File: src/hdl/e1_irq_pkg.sv
package e1_irq_pkg;

    // register indices; byte address is four times the index
    localparam logic [15:0] IDX_STATUS    = 16'h0B02;
    localparam logic [15:0] IDX_IRQ_EN    = 16'h0B03;
    localparam logic [15:0] IDX_FRAME_CTL = 16'h010B;
    localparam logic [15:0] ADDR_STATUS    = {IDX_STATUS[13:0], 2'b00};
    localparam logic [15:0] ADDR_IRQ_EN    = {IDX_IRQ_EN[13:0], 2'b00};
    localparam logic [15:0] ADDR_FRAME_CTL = {IDX_FRAME_CTL[13:0], 2'b00};

    // bit positions shared by status and enable registers
    localparam int BIT_REMOTE_STATE = 7;
    localparam int BIT_RESERVED     = 6;
    localparam int BIT_CAS_MF       = 5;
    localparam int BIT_KEEP_ZERO    = 4;
    localparam int BIT_LCV          = 3;
    localparam int BIT_OOF          = 2;
    localparam int BIT_AIS          = 1;
    localparam int BIT_YEL          = 0;

    // field of the framing control register
    localparam int FLEC_MSB = 2;

    // reset values and masks
    localparam logic [7:0] STATUS_RST     = 8'h00;
    localparam logic [7:0] IRQ_EN_RST     = 8'h00;
    localparam logic [2:0] FRAME_CTL_RST  = 3'h3;
    localparam logic [7:0] STAT_IMPL_MASK = 8'h2F;
    localparam logic [7:0] EN_WR_MASK     = 8'h3F;

    // consecutive non-FAS frames needed to change the remote alarm
    localparam int REMOTE_CONSEC = 2;

    // per-frame indications from the receive framing logic
    typedef struct packed {
        logic nfas_strobe;
        logic a_bit;
        logic fas_strobe;
        logic fas_err;
        logic lcv;
        logic ais;
        logic cas_mf_yel;
    } rx_events_t;

endpackage

File: src/hdl/remote_alarm_detect.sv
module remote_alarm_detect #(
    parameter int CONSEC = 2
) (
    // clock and reset
    input  wire logic clk_in,
    input  wire logic rstn_in,
    // non-FAS frame sample
    input  wire logic strobe_in,
    input  wire logic a_bit_in,
    // alarm state
    output logic      alarm_out
);
    localparam int CW = $clog2(CONSEC + 1);
    localparam logic [CW-1:0] LAST = CW'(CONSEC - 1);

    logic [CW-1:0] cnt_q;
    logic          alarm_q;
    wire           differ  = strobe_in && (a_bit_in != alarm_q);
    wire           flip    = differ && (cnt_q == LAST);

    if (CONSEC < 1) begin : g_bad_consec
        $error("CONSEC must be at least 1");
    end

    // a sample equal to the present state breaks the run
    always_ff @(posedge clk_in) begin
        if (!rstn_in) begin
            cnt_q   <= '0;
            alarm_q <= 1'b0;
        end else if (flip) begin
            cnt_q   <= '0;
            alarm_q <= a_bit_in;
        end else if (differ) begin
            cnt_q   <= cnt_q + CW'(1);
        end else if (strobe_in) begin
            cnt_q   <= '0;
        end
    end

    assign alarm_out = alarm_q;
endmodule

File: src/hdl/e1_alarm_error_irq_enable.sv
// Operation
// - remote alarm declared after A bit one in two consecutive non-FAS frames
// - remote alarm cleared after A bit zero in two consecutive non-FAS frames
// - enable register bit 7 reads current remote alarm; writes ignored
// - bit 5 enables CAS multiframe yellow change interrupt, resets to zero
// - CAS multiframe yellow change fires on both declare and clear
// - bit 3 enables line code violation interrupt, resets to zero
// - each detected line code violation raises the interrupt when enabled
// - bit 2 enables out-of-frame change interrupt, resets to zero
// - out-of-frame change fires on both declare and clear
// - status bits set on event, cleared when software reads status
// - out-of-frame declared after programmed count of consecutive errored FAS
// - bit 1 enables AIS change interrupt on declare or clear
// - bit 0 enables remote alarm change interrupt on declare or clear
//
// Design decision made here: the APB interface to the registers.
module e1_alarm_error_irq_enable
    import e1_irq_pkg::*;
#(
    parameter int CONSEC = e1_irq_pkg::REMOTE_CONSEC
) (
    // clock and reset
    input  wire logic                   CLK_IN,
    input  wire logic                   RSTN_IN,
    // apb slave
    input  wire logic                   PSEL_IN,
    input  wire logic                   PENABLE_IN,
    input  wire logic                   PWRITE_IN,
    input  wire logic [15:0]            PADDR_IN,
    input  wire logic [31:0]            PWDATA_IN,
    output logic      [31:0]            PRDATA_OUT,
    output logic                        PREADY_OUT,
    output logic                        PSLVERR_OUT,
    // receive framer indications
    input  wire e1_irq_pkg::rx_events_t RX_EVENTS_IN,
    // alarm states and interrupt
    output logic                        REMOTE_ALARM_OUT,
    output logic                        OOF_STATE_OUT,
    output logic                        IRQ_OUT
);
    import e1_irq_pkg::*;

    if (CONSEC < 1 || CONSEC > 8) begin : g_bad_consec
        $error("CONSEC must lie in 1 to 8");
    end

    // bus state
    logic [31:0] prdata_q;
    logic        pready_q;
    logic        slverr_q;

    // register state
    logic [7:0]  status_q;
    logic [7:0]  status_d;
    logic [7:0]  en_q;
    logic [2:0]  fctl_q;

    // alarm tracking
    logic        rem_alarm;
    logic        rem_prev_q;
    logic        ais_prev_q;
    logic        cas_prev_q;
    logic        oof_q;
    logic        oof_prev_q;
    logic [2:0]  err_cnt_q;
    logic        irq_q;

    // address decode
    wire         hit_stat  = (PADDR_IN == ADDR_STATUS);
    wire         hit_en    = (PADDR_IN == ADDR_IRQ_EN);
    wire         hit_fctl  = (PADDR_IN == ADDR_FRAME_CTL);
    wire         hit_any   = hit_stat || hit_en || hit_fctl;

    // the ready flop adds one wait state so that read data is registered
    // an unmapped access still completes, flagged by slverr
    wire         access    = PSEL_IN && PENABLE_IN;
    wire         pready_d  = access && !pready_q;
    wire         done      = access && pready_q;
    wire         wr_done   = done && PWRITE_IN && !slverr_q;
    wire         rd_done   = done && !PWRITE_IN && !slverr_q;

    wire         wr_en     = wr_done && hit_en;
    wire         wr_fctl   = wr_done && hit_fctl;
    wire         wr_stat   = wr_done && hit_stat;
    wire         rd_stat   = rd_done && hit_stat;

    // read mux
    // bit 7 is the live alarm state, not a stored bit
    wire [7:0]   en_rd     = {rem_alarm, 1'b0, en_q[BIT_CAS_MF:0]};
    wire [7:0]   fctl_rd   = {5'h00, fctl_q};
    wire [7:0]   rd_byte   = hit_stat ? status_q :
                             hit_en   ? en_rd    :
                             hit_fctl ? fctl_rd  : 8'h00;

    always_ff @(posedge CLK_IN) begin
        if (!RSTN_IN) begin
            pready_q <= 1'b0;
            slverr_q <= 1'b0;
            prdata_q <= 32'h00000000;
        end else begin
            pready_q <= pready_d;
            slverr_q <= pready_d && !hit_any;
            if (pready_d) begin
                prdata_q <= {24'h000000, rd_byte};
            end
        end
    end

    always_ff @(posedge CLK_IN) begin
        if (!RSTN_IN) begin
            en_q <= IRQ_EN_RST;
        end else if (wr_en) begin
            en_q <= PWDATA_IN[7:0] & EN_WR_MASK;
        end
    end

    // bits 7:3 are not stored and read back as zero
    always_ff @(posedge CLK_IN) begin
        if (!RSTN_IN) begin
            fctl_q <= FRAME_CTL_RST;
        end else if (wr_fctl) begin
            fctl_q <= PWDATA_IN[FLEC_MSB:0];
        end
    end

    remote_alarm_detect #(
        .CONSEC    (CONSEC)
    ) u_remote (
        .clk_in    (CLK_IN),
        .rstn_in   (RSTN_IN),
        .strobe_in (RX_EVENTS_IN.nfas_strobe),
        .a_bit_in  (RX_EVENTS_IN.a_bit),
        .alarm_out (rem_alarm)
    );

    // programmable loss count
    // a zero field is served as one; first good FAS clears the defect
    wire [2:0]   oof_limit = (fctl_q == 3'h0) ? 3'h1 : fctl_q;
    wire [2:0]   err_next  = (err_cnt_q == 3'h7) ? 3'h7 : err_cnt_q + 3'h1;
    wire         fas_bad   = RX_EVENTS_IN.fas_strobe && RX_EVENTS_IN.fas_err;
    wire         fas_good  = RX_EVENTS_IN.fas_strobe && !RX_EVENTS_IN.fas_err;

    always_ff @(posedge CLK_IN) begin
        if (!RSTN_IN) begin
            err_cnt_q <= 3'h0;
            oof_q     <= 1'b0;
        end else if (fas_bad) begin
            err_cnt_q <= err_next;
            if (err_next >= oof_limit) begin
                oof_q <= 1'b1;
            end
        end else if (fas_good) begin
            err_cnt_q <= 3'h0;
            oof_q     <= 1'b0;
        end
    end

    // previous levels give both the declare and the clear edge
    always_ff @(posedge CLK_IN) begin
        if (!RSTN_IN) begin
            rem_prev_q <= 1'b0;
            ais_prev_q <= 1'b0;
            cas_prev_q <= 1'b0;
            oof_prev_q <= 1'b0;
        end else begin
            rem_prev_q <= rem_alarm;
            ais_prev_q <= RX_EVENTS_IN.ais;
            cas_prev_q <= RX_EVENTS_IN.cas_mf_yel;
            oof_prev_q <= oof_q;
        end
    end

    // change events: any edge of each level, both declare and clear
    wire         rem_chg   = rem_alarm != rem_prev_q;
    wire         ais_chg   = RX_EVENTS_IN.ais != ais_prev_q;
    wire         cas_chg   = RX_EVENTS_IN.cas_mf_yel != cas_prev_q;
    wire         oof_chg   = oof_q != oof_prev_q;
    wire [7:0]   ev;

    assign ev[BIT_YEL]          = rem_chg;
    assign ev[BIT_AIS]          = ais_chg;
    assign ev[BIT_OOF]          = oof_chg;
    assign ev[BIT_LCV]          = RX_EVENTS_IN.lcv;
    // bit 4 has no event source; its enable must stay zero
    assign ev[BIT_KEEP_ZERO]    = 1'b0;
    assign ev[BIT_CAS_MF]       = cas_chg;
    assign ev[BIT_RESERVED]     = 1'b0;
    assign ev[BIT_REMOTE_STATE] = 1'b0;

    // a read clears only what it reported, so an event after capture stays
    wire [7:0]   clr = rd_stat ? prdata_q[7:0] :
                       wr_stat ? PWDATA_IN[7:0] : 8'h00;

    for (genvar i = 0; i < 8; i++) begin : g_stat
        assign status_d[i] = STAT_IMPL_MASK[i] &&
                             (ev[i] || (status_q[i] && !clr[i]));
    end

    always_ff @(posedge CLK_IN) begin
        if (!RSTN_IN) begin
            status_q <= STATUS_RST;
        end else begin
            status_q <= status_d;
        end
    end

    // masked level irq
    // bit 4 is stored but never set in status, so it cannot raise irq
    wire         irq_d = |(status_q & en_q);

    // registered so the pin comes from a flop, at one cycle of latency
    always_ff @(posedge CLK_IN) begin
        if (!RSTN_IN) begin
            irq_q <= 1'b0;
        end else begin
            irq_q <= irq_d;
        end
    end

    assign PRDATA_OUT       = prdata_q;
    assign PREADY_OUT       = pready_q;
    assign PSLVERR_OUT      = slverr_q;
    assign REMOTE_ALARM_OUT = rem_alarm;
    assign OOF_STATE_OUT    = oof_q;
    assign IRQ_OUT          = irq_q;
endmodule

File: config.mk
export PLATFORM = sky130hd
export DESIGN_NAME = e1_alarm_error_irq_enable
export DESIGN_NICKNAME = d
export VERILOG_FILES = /design/src/hdl/e1_irq_pkg.sv /design/src/hdl/remote_alarm_detect.sv /design/src/hdl/e1_alarm_error_irq_enable.sv
export SDC_FILE = /design/constraint.sdc
export NUM_CORES = 1
export LEC_CHECK = 0
export BUFFER_PORTS_ARGS = -buffer_cell sky130_fd_sc_hd__buf_2
export CAP_MARGIN = 5
export CORE_UTILIZATION = 30
export DETAILED_ROUTE_END_ITERATION = 10
export PLACE_DENSITY = 0.52
export SLEW_MARGIN = 20
export SYNTH_ARGS = -nofsm -noshare
export SYNTH_HDL_FRONTEND = slang
export SYNTH_HIERARCHICAL = 1
export SYNTH_SLANG_ARGS = --single-unit
File: constraint.sdc
create_clock -name CLK_IN -period 2.35 [get_ports CLK_IN]
set_input_delay 0.5875 -clock CLK_IN [delete_from_list [all_inputs] [get_ports CLK_IN]]
set_output_delay 0.5875 -clock CLK_IN [all_outputs]
set_load 0.02 [all_outputs]
; ---- Yosys cells after proc, flatten, opt, wreduce, memory -nomap -nowiden
; Index checks and enable logic that the tools add are counted.
[classes]
reduce_logical = 44
n_mux = 14
eq_ne = 11
n_bitwise = 2
add_sub_neg = 2
magnitude_cmp = 1
[op_table]
columns = op, n
row1 = $eq 16x14->1 const B, 2
row2 = $logic_and 1x1->1, 21
row3 = $eq 16x11->1 const B, 1
row4 = $mux 8, 2
row5 = $mux 3, 5
row6 = $mux 6, 2
row7 = $logic_not 1->1, 10
row8 = $and 8x6->8, 1
row9 = $reduce_or 8->1, 1
row10 = $logic_or 1x1->1, 7
row11 = $ne 1x1->1, 5
row12 = $mux 2, 2
row13 = $reduce_bool 2->1, 2
row14 = $add 3x1->3 const B, 1
row15 = $eq 3x3->1 const B, 1
row16 = $ge 3x3->1, 1
row17 = $logic_not 3->1, 1
row18 = $mux 1, 3
row19 = $add 2x1->2 const B, 1
row20 = $eq 2x1->1 const B, 1
row21 = $ne 2x1->1 const B, 1
row22 = $reduce_and 2->1, 1
row23 = $reduce_or 2->1, 1
row24 = $not 1->1, 1
[word_totals]
ff_bits = 39
input_bits = 60
output_inout_bits = 37

; ---- Logic depth before layout (Yosys ltp)
[logic_depth]
depth_word = 10
depth_mapped = 7
mapped_depth_nobuf = 7

; ---- Modules after synthesis
; The synthesis kept the hierarchy.
[by_module_without_submodules]
columns = mod, cells_each, seq_area_each_um2, area_each_um2, instances
row1 = e1_alarm_error_irq_enable, 211, 640.6, 1836.8, 1
row2 = remote_alarm_detect, 15, 60.1, 157.7, 1

; ---- Worst setup path before layout
; Ideal clock, no wire load.
[synth_path]
kind = in2reg
start = in PADDR_IN[9]
end = reg prdata_q[0] (netlist: PRDATA_OUT[0])
setup_time_ps = 73
arrival_time_ps = 1908
path_slack_ps = 369
path_buffers = 1
path_stages = 4
cell_sequence = or4_1 buf_2 or4_4 o211ai_2
[synth_via]
elab_chain_len = 4
word_cells_on_any_way = 6
cone_classes = 3 x eq/ne / 3 x mux
[synth_rtl]
columns = element, line_no
row1 = start: declaration, e1_alarm_error_irq_enable.sv:29  ; input wire logic [15:0] PADDR_IN,
row2 = $eq 16x11->1, e1_alarm_error_irq_enable.sv:71  ; wire hit_fctl = (PADDR_IN == ADDR_FRAME_CTL);
row3 = $mux 3, e1_alarm_error_irq_enable.sv:93  ; hit_fctl ? fctl_rd : 8'h00;
row4 = $mux 8, e1_alarm_error_irq_enable.sv:92  ; hit_en ? en_rd :
row5 = $mux 8 (*), e1_alarm_error_irq_enable.sv:91  ; wire [7:0] rd_byte = hit_stat ? status_q :
row6 = end signal: assignment, e1_alarm_error_irq_enable.sv:104  ; prdata_q <= {24'h000000, rd_byte};
row7 = end: declaration, e1_alarm_error_irq_enable.sv:48  ; logic [31:0] prdata_q;
; Every way passes the cells marked *; elsewhere a longest branch is shown, timed or not.
; A chain may end at the register's enable or synchronous reset.

; ---- Worst setup path in the final report
[layout_path]
start = in PADDR_IN[12]
end = reg prdata_q[0] (netlist: PRDATA_OUT[0])
; Same word-level chain as after synthesis.

==> results.txt <==
----------------------------------------------------
[Timing]
  Final clock skew ... just over 6 ps
  Setup TNS ... 0 ps
  Highest Clock Rate ... 0.546 GHz
  Max-slew violation total from the final report ... 0
  Minimum period implied by the final worst setup slack ... roughly 1800 ps
  Post-route fraction of the period consumed by the critical path ... 0.779
  Hold violation total from the final report ... 0
  RSZ-0062 raised after global routing ... no
  Count of final setup violators ... 0
  Final-layout worst hold slack ... approximately 460 ps

[Global route]
  First-pass GRT wire length ... between 7 and 8 mm
  Via count of the first global-routing pass ... 1611
  Overall track demand over capacity in global routing ... 0.141
  Overflow left after global routing ... 0
  Layer carrying the most global-route usage ... met2
  Global-route met3 utilization ... 0.0277
  Global routing met1 resource utilization ... 0.200
  GRT met2 Usage ... 0.219
  Initial antenna violation count ... 0
  Maximum number of pins on one net before global-route repair ... 17

[Clock tree]
  H-tree levels ... 2
  Post_cts resized ... 0
  Buffer type at the clock tree root ... clkbuf_8
  Clock tree from TritonCTS ... yes
  Clock latency reported for the late side of the worst-skew pair ... 280 ps
  Post-CTS repair timing setup buffer count ... 0
  Clock transition at the registers of the reported paths ... approximately 60 ps
  CTS buffer count ... 5
  Max Root-Sink Buffers ... 2
  Count of hold-fix buffers inserted at cts ... 0
  Number of sinks on the clock net ... 35

[Floorplanning]
  Starting utilization of the core area ... 0.312
  Core Region ... approximately 6400 um2
  Width of the chip ... 83.5 um
  Die Y ... around 84 um
  Boundary Pins ... between 90 and 100
  Number of core rows ... 29
  Overall die area ... 6980 um2

[Placed design]
  Number of buffers inserted by port buffering ... 45
  Routability cong. ... 0.836
  HPWL after DPL ... 3.59 mm

[Logic synthesis]
  Post-synth EDFFs ... 0
  Sequential element share of the synthesized area ... 0.351
  Largest area contributor in the netlist ... dfxtp_1
  FF+latch count, synth ... 35
  Area fraction of the dominant cell type after synthesis ... 0.351
  Most frequent cell after synthesis ... dfxtp_1
  List of most frequent post-synthesis cells ... dfxtp_1, buf_4, nand3_1
  Number of cells produced by synthesis ... 226
  Prevailing post-synth register cell ... dfxtp_1
  Post-Synthesis Mean Instance Area ... approximately 8.8 um2
  Count of yosys warnings during synthesis ... 6
  Netlist Area Pre-Place ... ~2000 um2
  Post-synthesis cell type count ... between 40 and 50
  Async set-reset flop share out of synthesis ... 0
  Cell types with the largest area share after synthesis ... dfxtp_1, buf_4, nand3_1

[Hold path]
  Min-Delay Path Class ... reg2reg

[Finish]
  Fraction of final layout cells with drive strength greater than 1 ... 0.246
  Core utilization of the finished layout ... 0.361
  Synth-to-layout area growth ... 15.6%
  ANT cells ... 0
  Total number of nets in the final design ... 337

[Worst setup path]
  Worst path cell trace ... buf_2, nor4_4, nand4_4, or4_4, o211ai_2
  Signal arrival time at the worst endpoint ... about 2000 ps
  Worst Path Buf+Inv ... 1
  Crit path required time ... around 2600 ps
  CP max stage delay ... around 570 ps
  Slowest stage cell, crit path ... or4_4
  Worst setup SP type ... primary input
  Setup crit end kind ... flip-flop
  Critical path peak fanout ... 8
  Delay-heaviest family, CP ... simple AND/OR/NAND/NOR gates
  Category of the most critical setup path ... in2reg

[Pwr]
  Maximum VDD drop ... 186 uV
  Static leakage power ... between 0.001 and 0.0015 uW
  Pwr/cell area ... 528 nW/um2

[Drt]
  Number of design-rule violations left by the first detailed-router iteration ... 171
  Vias ... 1730
  Post-detailed-route wirelength per cell ... around 13 um
  DRC ... 0
  Number of nets still failing antenna checks after routing ... 0
  Number of vias per cell ... a little under 5
  First-pass iteration count of the detailed router ... 4
  DRT Wirelength ... between 4 and 5 mm

[Status]
  Status ... finished, final reports clean

[Run]
  Max-capacitance violation count ... 0

----------------------------------------------------
[path summary, 6_finish.rpt]
kind / startpoint / cells after the start / end / slack [ps]
hold / removal: err_cnt_q[1] / 2 / err_cnt_q[1] / 460
setup / recovery: PADDR_IN[12] / 5 / PRDATA_OUT[0] / 520
setup reg to reg: err_cnt_q[0] / 7 / OOF_STATE_OUT / 530
hold reg to reg: err_cnt_q[1] / 2 / err_cnt_q[1] / 460
[final cells by class]
class | instances | area (um2)
repair buffers | 50 | 263
multi-input cells | 171 | 1120
flip-flops and latches | 35 | 701
clock buffers | 6 | 82.6
fillers | 673 | 4080
clock inverters | 1 | 5.00
well taps | 77 | 96.3
inverters | 9 | 33.8
[power by group]
group	total (uW)	switching [uW]	internal, uW
clock network	432	203	230
logic	167	110	57.0
registers	618	11.0	607
total	1220	324	894
[layer usage]
layer | wire length (um) | share of wire
met2 | 2090 | 0.45
met1 | 2210 | 0.47
met5 | 0 | 0
met4 | 60 | 0.013
met3 | 327 | 0.070
[metrics by stage]
stage               area [um2]  cells  worst slack [ps]  power [uW]
floorplan                 2080    250               369         764
global placement          2220    342               225         797
detailed placement        2220    342               216         798
CTS                       2300    349               512        1240
global route              2300    349               341        1270
finish                    2300    349               520        1220
[worst reg2reg max path: stages (launching register included)]
cell and delay [ps]:
dfxtp_1 320, ha_1 230, a21boi_0 260, ha_1 270, nand2b_1 140, a21o_1 180
a211oi_1 240, nor3_1 70
[layout by cell type, fill, tap and decap left out, types with 6 or more instances in the layout]
cell	count
a21oi_1	14
buf_2	45
clkbuf_8	6
conb_1	25
dfxtp_1	35
inv_1	9
mux2i_1	7
nand2_1	7
nand3_1	17
nand4_1	7
nor2_1	12
o21ai_0	12
o31ai_1	6
[kinds of logic after synthesis]
kind of cell	count (synthesis)	share of synthesized area
AO/OA/AOI/OAI	53	0.179
XOR/XNOR	5	0.0220
adder cells (fa/ha/maj)	5	0.0314
buffers and inverters	44	0.130
flip-flops	35	0.351
multiplexers	7	0.0351
other	1	0.00188
AND/OR/NAND/NOR	76	0.249
[state kept, by name (all words and copies together), names as in the netlist]
name / flops
en_q: 6
cas_prev_q: 1
u_remote/alarm_out: 1
PREADY_OUT: 1
u_remote/cnt_q: 2
status_q: 5
PRDATA_OUT: 7
ais_prev_q: 1
fctl_q: 3
oof_prev_q: 1
OOF_STATE_OUT: 1
err_cnt_q: 3
IRQ_OUT: 1
rem_prev_q: 1
PSLVERR_OUT: 1
(Power assumes the default switching activity.)
